==> src/isc_defs.svh <==
/*
 * Shared constants of the interface statistics counter block: widths,
 * counter count, late collision threshold and interface state codes.
 * Assumes inclusion by bare name; definitions only.
 */
`ifndef ISC_DEFS_SVH
`define ISC_DEFS_SVH

// =====================================================================
// Counter geometry
`define ISC_CTR_W 32
`define ISC_CTR_NUM 39
`define ISC_IDX_W 6
`define ISC_OCT_W 16
`define ISC_CTR_RST 32'h0000_0000

// =====================================================================
// Transmit timing
`define ISC_LATE_BITS 10'h200
`define ISC_BIT_CNT_W 10

// =====================================================================
// Interface state codes
`define ISC_ST_UP 2'h1
`define ISC_ST_DOWN 2'h2
`define ISC_ST_TEST 2'h3

`endif

==> src/isc_pkg.sv <==
/*
 * Types of the statistics block: event carriers, interface states,
 * transmit tracker states and the counter index map.
 * Assumes isc_defs.svh is on the include path.
 */
`include "isc_defs.svh"

package isc_pkg;

    // =================================================================
    // Interface state, desired and current
    typedef enum logic [1:0] {
        IF_UP = `ISC_ST_UP,
        IF_DOWN = `ISC_ST_DOWN,
        IF_TEST = `ISC_ST_TEST
    } isc_ifst_e;

    // =================================================================
    // Ethernet transmit tracker states
    typedef enum logic [2:0] {
        ST_IDLE = 3'b001,
        ST_WAIT = 3'b010,
        ST_SEND = 3'b100
    } isc_txst_e;

    // =================================================================
    // Counter index map
    typedef enum logic [`ISC_IDX_W-1:0] {
        C_ALIGN, C_FCS, C_CSE, C_DEFER, C_LATE, C_SINGLE, C_MULTI,
        C_EXCESS, C_MACTX, C_MACRX, C_TOOLONG, C_EINERR, C_EOUTERR,
        C_EINOCT, C_EOUTOCT, C_EINUC, C_EINNUC, C_EOUTUC, C_EOUTNUC,
        C_EINDISC, C_EOUTDISC, C_EUNKP,
        C_WINOCT, C_WOUTOCT, C_WINUC, C_WINNUC, C_WOUTUC, C_WOUTNUC,
        C_WINDISC, C_WOUTDISC, C_WUNKP,
        C_RTSFAIL, C_RTSOK, C_RETRY, C_MRETRY, C_ACKFAIL, C_FAILED,
        C_WFCS, C_WEPBAD
    } isc_ctr_e;

    // =================================================================
    // Event carriers
    typedef struct packed {
        logic done;
        logic whole;
        logic fcsOk;
        logic macErr;
        logic [`ISC_OCT_W-1:0] len;
    } isc_erx_s;

    typedef struct packed {
        logic frameStart;
        logic attemptStart;
        logic busy;
        logic carrier;
        logic bitTick;
        logic collision;
        logic ok;
        logic excess;
        logic macFail;
    } isc_etx_s;

    typedef struct packed {
        logic inOctEn;
        logic [`ISC_OCT_W-1:0] inOct;
        logic outOctEn;
        logic [`ISC_OCT_W-1:0] outOct;
        logic inDeliver;
        logic inUnicast;
        logic inDiscard;
        logic inUnknown;
        logic outReq;
        logic outUnicast;
        logic outDiscard;
    } isc_host_s;

    typedef struct packed {
        logic rtsDone;
        logic ctsRcvd;
        logic txOk;
        logic [3:0] retries;
        logic ackMiss;
        logic abandon;
        logic rxFcsErr;
        logic wepBad;
    } isc_wtx_s;

endpackage

==> src/isc_stats.sv <==
/*
 * Interface statistics counters for the wired and wireless MACs.
 * Assumes all event inputs are one-cycle pulses or levels from MAC
 * logic on clk; the management side polls through the read port.
 */
`include "isc_defs.svh"

module isc_stats (
    // Clock and reset
    input wire logic clk,
    input wire logic reset,
    // Ethernet MAC events
    input wire isc_pkg::isc_erx_s ethRx,
    input wire isc_pkg::isc_etx_s ethTx,
    input wire isc_pkg::isc_host_s ethHost,
    input wire logic [`ISC_OCT_W-1:0] maxFrameLen,
    // Wireless MAC events
    input wire isc_pkg::isc_wtx_s wlanTx,
    input wire isc_pkg::isc_host_s wlanHost,
    // Desired state and link
    input wire isc_pkg::isc_ifst_e ethAdmin,
    input wire isc_pkg::isc_ifst_e wlanAdmin,
    input wire logic ethLinkUp,
    input wire logic wlanLinkUp,
    // Reported state
    output isc_pkg::isc_ifst_e ethAdminSt,
    output isc_pkg::isc_ifst_e ethOperSt,
    output isc_pkg::isc_ifst_e wlanAdminSt,
    output isc_pkg::isc_ifst_e wlanOperSt,
    // Counter read port
    input wire logic rdReq,
    input wire logic [`ISC_IDX_W-1:0] rdIdx,
    output logic rdValid,
    output logic [`ISC_CTR_W-1:0] rdData
);

    localparam int N = `ISC_CTR_NUM;

    // =================================================================
    // Declarations
    isc_pkg::isc_txst_e state_r;
    isc_pkg::isc_txst_e state_nxt;
    logic [1:0] collCnt_r;
    logic [`ISC_BIT_CNT_W-1:0] bitCnt_r;
    logic deferSeen_r;
    logic firstTry_r;
    logic lateSeen_r;
    logic cseSeen_r;
    logic carrSeen_r;
    logic cseAtt_r;
    logic inSend;
    logic inWait;
    logic attemptEnd;
    logic lateNow;
    logic cseInc;
    logic lateInc;
    logic endOk;
    logic endExc;
    logic endFail;
    logic tooLong;
    logic [N-1:0] inc;
    logic [N-1:0][`ISC_OCT_W-1:0] amt;
    logic [8:0] ethHv;
    logic [8:0] wlanHv;
    logic [7:0] wlanInc;
    isc_pkg::isc_ifst_e ethAdmin_r;
    isc_pkg::isc_ifst_e ethOper_r;
    isc_pkg::isc_ifst_e wlanAdmin_r;
    isc_pkg::isc_ifst_e wlanOper_r;

    // =================================================================
    // Functions
    // Host-layer counters, in the order of the index map
    function automatic logic [8:0] hostVec(isc_pkg::isc_host_s h);
        logic [8:0] v;
        v[0] = h.inOctEn;
        v[1] = h.outOctEn;
        v[2] = h.inDeliver && h.inUnicast;
        v[3] = h.inDeliver && !h.inUnicast;
        v[4] = h.outReq && h.outUnicast;
        v[5] = h.outReq && !h.outUnicast;
        v[6] = h.inDiscard;
        v[7] = h.outDiscard;
        v[8] = h.inUnknown;
        return v;
    endfunction

    // Current state follows the desired one, gated by the link
    function automatic isc_pkg::isc_ifst_e operOf(
        isc_pkg::isc_ifst_e adm, logic link);
        isc_pkg::isc_ifst_e s;
        case (adm)
            isc_pkg::IF_TEST: s = isc_pkg::IF_TEST;
            isc_pkg::IF_UP: s = link ? isc_pkg::IF_UP : isc_pkg::IF_DOWN;
            default: s = isc_pkg::IF_DOWN;
        endcase
        return s;
    endfunction

    // =================================================================
    // Transmit tracker decode
    assign inSend = (state_r == isc_pkg::ST_SEND);
    assign inWait = (state_r == isc_pkg::ST_WAIT);
    assign lateNow = (bitCnt_r >= `ISC_LATE_BITS);

    // Any outcome closes the running attempt
    assign attemptEnd = inSend && (ethTx.collision || ethTx.ok ||
                                   ethTx.excess || ethTx.macFail);

    // Drop after carrier seen, or none by the end; once per attempt
    assign cseInc = inSend && !cseAtt_r && !ethTx.carrier &&
                    (carrSeen_r || attemptEnd);

    assign lateInc = inSend && ethTx.collision && lateNow;

    // Abandon and failure may come while waiting after a collision
    assign endOk = inSend && ethTx.ok;
    assign endExc = (inSend || inWait) && ethTx.excess;
    assign endFail = (inSend || inWait) && ethTx.macFail;

    // =================================================================
    // Transmit tracker state machine
    always_comb begin
        state_nxt = state_r;
        case (state_r)
            isc_pkg::ST_IDLE: begin
                if (ethTx.frameStart) begin
                    state_nxt = isc_pkg::ST_WAIT;
                end
            end
            isc_pkg::ST_WAIT: begin
                if (endExc || endFail) begin
                    state_nxt = isc_pkg::ST_IDLE;
                end else if (ethTx.attemptStart) begin
                    state_nxt = isc_pkg::ST_SEND;
                end
            end
            isc_pkg::ST_SEND: begin
                if (endOk || endExc || endFail) begin
                    state_nxt = isc_pkg::ST_IDLE;
                end else if (ethTx.collision) begin
                    state_nxt = isc_pkg::ST_WAIT;
                end
            end
            default: state_nxt = isc_pkg::ST_IDLE;
        endcase
    end

    always_ff @(posedge clk) begin
        if (reset) begin
            state_r <= isc_pkg::ST_IDLE;
        end else begin
            state_r <= state_nxt;
        end
    end

    // Collisions per frame, held at three so two-or-more stays true
    always_ff @(posedge clk) begin
        if (reset || ethTx.frameStart) begin
            collCnt_r <= 2'h0;
        end else if (inSend && ethTx.collision && collCnt_r != 2'h3) begin
            collCnt_r <= collCnt_r + 2'h1;
        end
    end

    // Bit-times into the attempt; saturates at the late threshold
    always_ff @(posedge clk) begin
        if (reset || (inWait && ethTx.attemptStart)) begin
            bitCnt_r <= '0;
        end else if (inSend && ethTx.bitTick && !lateNow) begin
            bitCnt_r <= bitCnt_r + `ISC_BIT_CNT_W'(1);
        end
    end

    // Busy medium is noted only ahead of the first attempt
    always_ff @(posedge clk) begin
        if (reset || ethTx.frameStart) begin
            deferSeen_r <= 1'b0;
            firstTry_r <= 1'b1;
        end else begin
            if (inWait && firstTry_r && ethTx.busy) begin
                deferSeen_r <= 1'b1;
            end
            if (inWait && ethTx.attemptStart) begin
                firstTry_r <= 1'b0;
            end
        end
    end

    // Per-attempt carrier history
    always_ff @(posedge clk) begin
        if (reset || (inWait && ethTx.attemptStart)) begin
            carrSeen_r <= 1'b0;
            cseAtt_r <= 1'b0;
        end else if (inSend) begin
            if (ethTx.carrier) begin
                carrSeen_r <= 1'b1;
            end
            if (cseInc) begin
                cseAtt_r <= 1'b1;
            end
        end
    end

    // Per-frame history that keeps a failure out of the generic count
    always_ff @(posedge clk) begin
        if (reset || ethTx.frameStart) begin
            lateSeen_r <= 1'b0;
            cseSeen_r <= 1'b0;
        end else begin
            if (lateInc) begin
                lateSeen_r <= 1'b1;
            end
            if (cseInc) begin
                cseSeen_r <= 1'b1;
            end
        end
    end

    // =================================================================
    // Receive classification; length is checked first so that an
    // oversize frame lands only in the too-long and total error counters
    assign tooLong = ethRx.done && (ethRx.len > maxFrameLen);

    // =================================================================
    // Increment assembly
    assign ethHv = hostVec(ethHost);
    assign wlanHv = hostVec(wlanHost);

    always_comb begin
        inc = '0;
        for (int i = 0; i < N; i++) begin
            amt[i] = `ISC_OCT_W'(1);
        end
        // Ethernet receive errors, exclusive apart from the C_EINERR total
        inc[isc_pkg::C_TOOLONG] = tooLong;
        inc[isc_pkg::C_ALIGN] = ethRx.done && !tooLong &&
                                !ethRx.fcsOk && !ethRx.whole;
        inc[isc_pkg::C_FCS] = ethRx.done && !tooLong &&
                              !ethRx.fcsOk && ethRx.whole;
        inc[isc_pkg::C_MACRX] = ethRx.done && !tooLong &&
                                ethRx.fcsOk && ethRx.macErr;
        inc[isc_pkg::C_EINERR] = ethRx.done && (tooLong ||
                                 !ethRx.fcsOk || ethRx.macErr);
        // Ethernet transmit outcomes
        inc[isc_pkg::C_CSE] = cseInc;
        inc[isc_pkg::C_LATE] = lateInc;
        inc[isc_pkg::C_SINGLE] = endOk && (collCnt_r == 2'h1);
        inc[isc_pkg::C_MULTI] = endOk && (collCnt_r >= 2'h2);
        inc[isc_pkg::C_DEFER] = endOk && (collCnt_r == 2'h0) &&
                                deferSeen_r;
        inc[isc_pkg::C_EXCESS] = endExc;
        inc[isc_pkg::C_MACTX] = endFail && !endExc && !lateSeen_r &&
                                !lateInc && !cseSeen_r &&
                                !cseInc;
        inc[isc_pkg::C_EOUTERR] = endExc || endFail;
        // Host-layer counters of both interfaces
        for (int k = 0; k < 9; k++) begin
            inc[int'(isc_pkg::C_EINOCT) + k] = ethHv[k];
            inc[int'(isc_pkg::C_WINOCT) + k] = wlanHv[k];
        end
        amt[isc_pkg::C_EINOCT] = ethHost.inOct;
        amt[isc_pkg::C_EOUTOCT] = ethHost.outOct;
        amt[isc_pkg::C_WINOCT] = wlanHost.inOct;
        amt[isc_pkg::C_WOUTOCT] = wlanHost.outOct;
        // Wireless MAC outcomes
        for (int k = 0; k < 8; k++) begin
            inc[int'(isc_pkg::C_RTSFAIL) + k] = wlanInc[k];
        end
    end

    isc_wlan_class u_wlan (
        .ev(wlanTx),
        .inc(wlanInc)
    );

    isc_ctr_bank #(
        .N(N)
    ) u_bank (
        .clk(clk),
        .reset(reset),
        .inc(inc),
        .amt(amt),
        .rdReq(rdReq),
        .rdIdx(rdIdx),
        .rdValid(rdValid),
        .rdData(rdData)
    );

    // =================================================================
    // Interface state; one cycle behind the inputs
    always_ff @(posedge clk) begin
        if (reset) begin
            ethAdmin_r <= isc_pkg::IF_DOWN;
            ethOper_r <= isc_pkg::IF_DOWN;
            wlanAdmin_r <= isc_pkg::IF_DOWN;
            wlanOper_r <= isc_pkg::IF_DOWN;
        end else begin
            ethAdmin_r <= ethAdmin;
            ethOper_r <= operOf(ethAdmin, ethLinkUp);
            wlanAdmin_r <= wlanAdmin;
            wlanOper_r <= operOf(wlanAdmin, wlanLinkUp);
        end
    end

    assign ethAdminSt = ethAdmin_r;
    assign ethOperSt = ethOper_r;
    assign wlanAdminSt = wlanAdmin_r;
    assign wlanOperSt = wlanOper_r;
endmodule

==> src/isc_ctr_bank.sv <==
/*
 * Bank of wrapping counters with a registered read port.
 * Assumes increment requests and amounts come from logic on clk.
 */
`include "isc_defs.svh"

module isc_ctr_bank #(
    parameter int N = `ISC_CTR_NUM,
    parameter int W = `ISC_CTR_W,
    parameter int AW = `ISC_OCT_W,
    parameter int IW = `ISC_IDX_W
) (
    // Clock and reset
    input wire logic clk,
    input wire logic reset,
    // Increment requests
    input wire logic [N-1:0] inc,
    input wire logic [N-1:0][AW-1:0] amt,
    // Read port
    input wire logic rdReq,
    input wire logic [IW-1:0] rdIdx,
    output logic rdValid,
    output logic [W-1:0] rdData
);

    logic [W-1:0] cnt [N];

    // Modulo add; the carry out is dropped so the count wraps
    function automatic logic [W-1:0] wrapAdd(logic [W-1:0] a,
                                             logic [AW-1:0] b);
        return a + W'(b);
    endfunction

    // =================================================================
    // Counters
    always_ff @(posedge clk) begin
        for (int i = 0; i < N; i++) begin
            if (reset) begin
                cnt[i] <= `ISC_CTR_RST;
            end else if (inc[i]) begin
                cnt[i] <= wrapAdd(cnt[i], amt[i]);
            end
        end
    end

    // Read returns the value before any same-cycle increment
    always_ff @(posedge clk) begin
        if (reset) begin
            rdValid <= 1'b0;
            rdData <= `ISC_CTR_RST;
        end else begin
            rdValid <= rdReq;
            if (rdReq && int'(rdIdx) < N) begin
                rdData <= cnt[rdIdx];
            end else begin
                rdData <= `ISC_CTR_RST;
            end
        end
    end

endmodule

==> src/isc_wlan_class.sv <==
/*
 * Classifies wireless MAC outcome pulses into counter increments.
 * Assumes one pulse per outcome, from logic on the same clock.
 * Output bit order follows the wireless MAC entries of the index map.
 */
module isc_wlan_class (
    // Wireless MAC outcomes
    input wire isc_pkg::isc_wtx_s ev,
    // Increments, RTS fail first, undecryptable last
    output logic [7:0] inc
);

    // =================================================================
    // Outcome decode
    always_comb begin
        inc[0] = ev.rtsDone && !ev.ctsRcvd;
        inc[1] = ev.rtsDone && ev.ctsRcvd;
        inc[2] = ev.txOk && (ev.retries != 4'h0);
        inc[3] = ev.txOk && (ev.retries > 4'h1);
        inc[4] = ev.ackMiss;
        inc[5] = ev.abandon;
        inc[6] = ev.rxFcsErr;
        inc[7] = ev.wepBad;
    end

endmodule

==> config.mk <==
export PLATFORM = sky130hd
export DESIGN_NAME = isc_stats
export DESIGN_NICKNAME = d
export VERILOG_FILES = /design/src/isc_pkg.sv /design/src/isc_stats.sv /design/src/isc_ctr_bank.sv /design/src/isc_wlan_class.sv
export VERILOG_INCLUDE_DIRS = /design/src /design/src/src
export SDC_FILE = /design/constraint.sdc
export NUM_CORES = 2
export LEC_CHECK = 0
export CAP_MARGIN = 20
export CORE_UTILIZATION = 25
export DETAILED_ROUTE_END_ITERATION = 16
export DONT_BUFFER_PORTS = 1
export GPL_TIMING_DRIVEN = 1
export HOLD_SLACK_MARGIN = 0.06
export MAX_ROUTING_LAYER = met4
export PLACE_DENSITY = 0.39
export SYNTH_ARGS = -nofsm -noshare
export SYNTH_HDL_FRONTEND = slang
export SYNTH_SLANG_ARGS = --single-unit
==> constraint.sdc <==
create_clock -name clk -period 5.7 [get_ports clk]
set_clock_uncertainty 0.2 [all_clocks]
set_input_delay 0 -clock clk [delete_from_list [all_inputs] [get_ports clk]]
set_output_delay 0 -clock clk [all_outputs]
set_load 0.005 [all_outputs]
==> results.cfg <==
[outcome]
status = finished with violations
violations = max-slew violations

[routing]
drt_pass1_iterations = 6
wire_per_inst_um = 24.15
viasPerCell = 5.015
ant_nets = 0
wl_mm = 291.9
drt_iter0_drc = 5396
route.detailed.drc = 0
vias = 60620

[clock_tree]
root_buffer = clkbuf_16
postCtsSetupBuffers = 0
htree_num_levels = 4
clock_sinks = 1310
clk_path_buf_depth = 4
clkSlewWorstSetupHoldPaths_ns = 0.06
clk_latency_ns = 0.86
cts_buffers = 178
cts_tree = yes

[synthesis]
yosysMostFrequentCell = edfxtp_1
yosysSeqAreaShare_pct = 48.82
syn_area_per_cell_um2 = 10.70
ys_warn_count = 0
syn-cell-area_um2 = 79300
ys_top_cells_by_area = edfxtp_1 47%, mux4_2 8.2%, xor2_1 7.1%
synth_cells = 7413
synth_cell_types = 74
ys_async_sr_fraction_pct = 0
synth_edf_count = 1248
synth_nets = 7691
synth_seq_cells = 1310
synth_common_cells = 1248 x edfxtp_1, 1198 x nor2_1, 647 x xor2_1
synth_area_leader_cell = edfxtp_1
synth_top_cell_area_share_pct = 47.26
ys.flop_type = edfxtp_1

[finish]
finalNetCount = 8040
drive_above_1_share_pct = 9.309
nFillCells = 32460
syn2layout_area_growth_pct = 18.34

[floorplanning]
dieHeight_um = 565.2
core-area_um2 = 315200
die_area_um2 = 319500
start_util_pct = 25.16
die_w_um = 565.2
rows = 206
pin_count = 194

[global_route]
grt_antenna_before_repair = 23
overflow = 0
grt_max_degree = 310
grt_first_pass_wirelength_mm = 420.5
grt_use_total_pct = 18.34
grt_pass1_vias = 58610

[sta]
hold_violations = 0
period_minus_slack_ns = 5.344
finalWorstSetupSlack_ns = 0.3561
slew_viol_final = 210
final.setup.tns_ns = 0
setup_viol = 0
worstMarginPinSlew_ns = 1.805
fmax_ghz = 0.1871
period_share_pct = 93.75
rsz0062_at_grt = false
relSlewSlack_pct = -20.32

[power_and_ir_drop]
p_leak_nw = 31.37
cellPowerDensity_nw_per_um2 = 280.2
peakVddDrop_uv = 228.3
p_total_mw = 26.30

[hold_path]
hold_path.class = input port to flip-flop
hold_start = rdIdx[3]

[setup_path]
crit_type = flip-flop to flip-flop
timing.rr.start = u_bank.cnt[14][7]
crit_fanout = 12
cp.arrival_ns = 5.85
cp-startpoint = u_bank.cnt[14][7]
cp-start-kind = flip-flop
crit_path_end_kind = flip-flop
critPathRequiredTime_ns = 6.21

[place]
dpl.hpwl_mm = 203.2
routabilityCongestion = 0.8581
dp_slack_ns = 2.133
port_buffers = 0

[run]
cap_violations = 0
==> final timing paths <==
kind / slack, ns / endpoint / cells past startpoint
worst max-delay path: 0.36 / u_bank.cnt[14][26] / 14
worst min-delay path: 0.12 / u_bank.rdData[10] / 4
worst max register to register: 0.36 / u_bank.cnt[14][26] / 14
worst min register to register: 0.29 / bitCnt_r[5] / 2
==> layout by cell type (no fill, tap or decap), types with 115 or more instances in the layout <==
| cell type | count |
|---|---|
| nor2_1 | 1198 |
| xor2_1 | 647 |
| and3_1 | 222 |
| or3_1 | 167 |
| a21oi_1 | 332 |
| xnor2_1 | 306 |
| nand2_1 | 569 |
| ha_1 | 121 |
| clkbuf_16 | 183 |
| mux2i_1 | 150 |
| inv_1 | 146 |
| nand3_1 | 453 |
| nor3_1 | 115 |
| o21ai_0 | 240 |
| nand4_1 | 214 |
| mux4_2 | 290 |
| dlygate4sd3_1 | 364 |
| edfxtp_1 | 1248 |
==> power by group <==
group | internal, mW | switching (mW)
combinational | 1.39 | 1.73
sequential | 11.2 | 0.816
clock | 6.50 | 4.68
total | 19.1 | 7.22
==> flip-flops by register name (all words and copies together) (netlist names) <==
signal / count
u_bank.cnt: 1248
u_bank.rdData: 32
bitCnt_r: 10
state_r: 3
collCnt_r: 2
ethAdminSt: 2
ethOperSt: 2
wlanAdminSt: 2
wlanOperSt: 2
carrSeen_r: 1
cseAtt_r: 1
cseSeen_r: 1
deferSeen_r: 1
firstTry_r: 1
lateSeen_r: 1
u_bank.rdValid: 1
==> routing by layer <==
layer	global-route usage, %	share of wire, %
met5	-	0
met4	5.393	3.1
met3	2.025	4.4
met2	30.58	49
met1	23.36	43
==> area by class of cell <==
type                       count  area (um^2)  share of cell area, %
multi-input combinational   5652        38930                  41.49
sequential                  1310        38720                  41.26
tap                         4160         5205                  5.547
clock buffer                 243         4935                  5.259
timing repair buffer         472         4755                  5.067
clock inverter                81        686.9                 0.7320
inverter                     148        558.0                 0.5947
antenna                       21        52.55                0.05600
==> logic make-up after synthesis <==
| group | count (synthesis) | share of synthesized area (%) |
|---|---|---|
| buffers and inverters | 451 | 2.256 |
| muxes | 468 | 10.55 |
| xor gates and xnor gates | 953 | 10.53 |
| AOI/OAI and AO/OA | 828 | 6.057 |
| and+or+nand+nor | 3278 | 19.78 |
| DFF | 1310 | 48.82 |
| adders and majority gates | 125 | 2.010 |
==> metrics by stage <==
step / cells / hold slack [ns] / instance area (um^2) / util [%]
after CTS: 12050 / 0.06096 / 93600 / 29.69
final: 12090 / 0.1215 / 93840 / 29.77
after global placement: 11360 / -0.1153 / 84060 / 26.67
after global routing: 12080 / 0.1186 / 93820 / 29.76
after floorplan: 7413 / -0.1169 / 79300 / -
after detailed placement: 11360 / -0.1125 / 84150 / 26.70
==> critical path, cell delays in order, from the launching register on <==
cell and delay, ns:
edfxtp_1 0.46, ha_1 0.36, a21oi_1 0.37, o21ai_0 0.20, a31oi_1 0.18, dlygate4sd3_1 0.56
nand2_1 0.05, dlygate4sd3_1 0.57, a211oi_1 0.22, dlygate4sd3_1 0.58, buf_4 0.17, o31ai_1 0.09
dlygate4sd3_1 0.56, a21oi_1 0.12, dlygate4sd3_1 0.55
==> timing repair <==
| item | in CTS | in global routing |
|---|---|---|
| resized for setup | 0 | 0 |
| setup endpoints to repair | 0 | 0 |
| hold buffers | 366 | 10 |
| endpoints found under the hold margin | 2534 | 25 |
(Power assumes the default switching activity.)
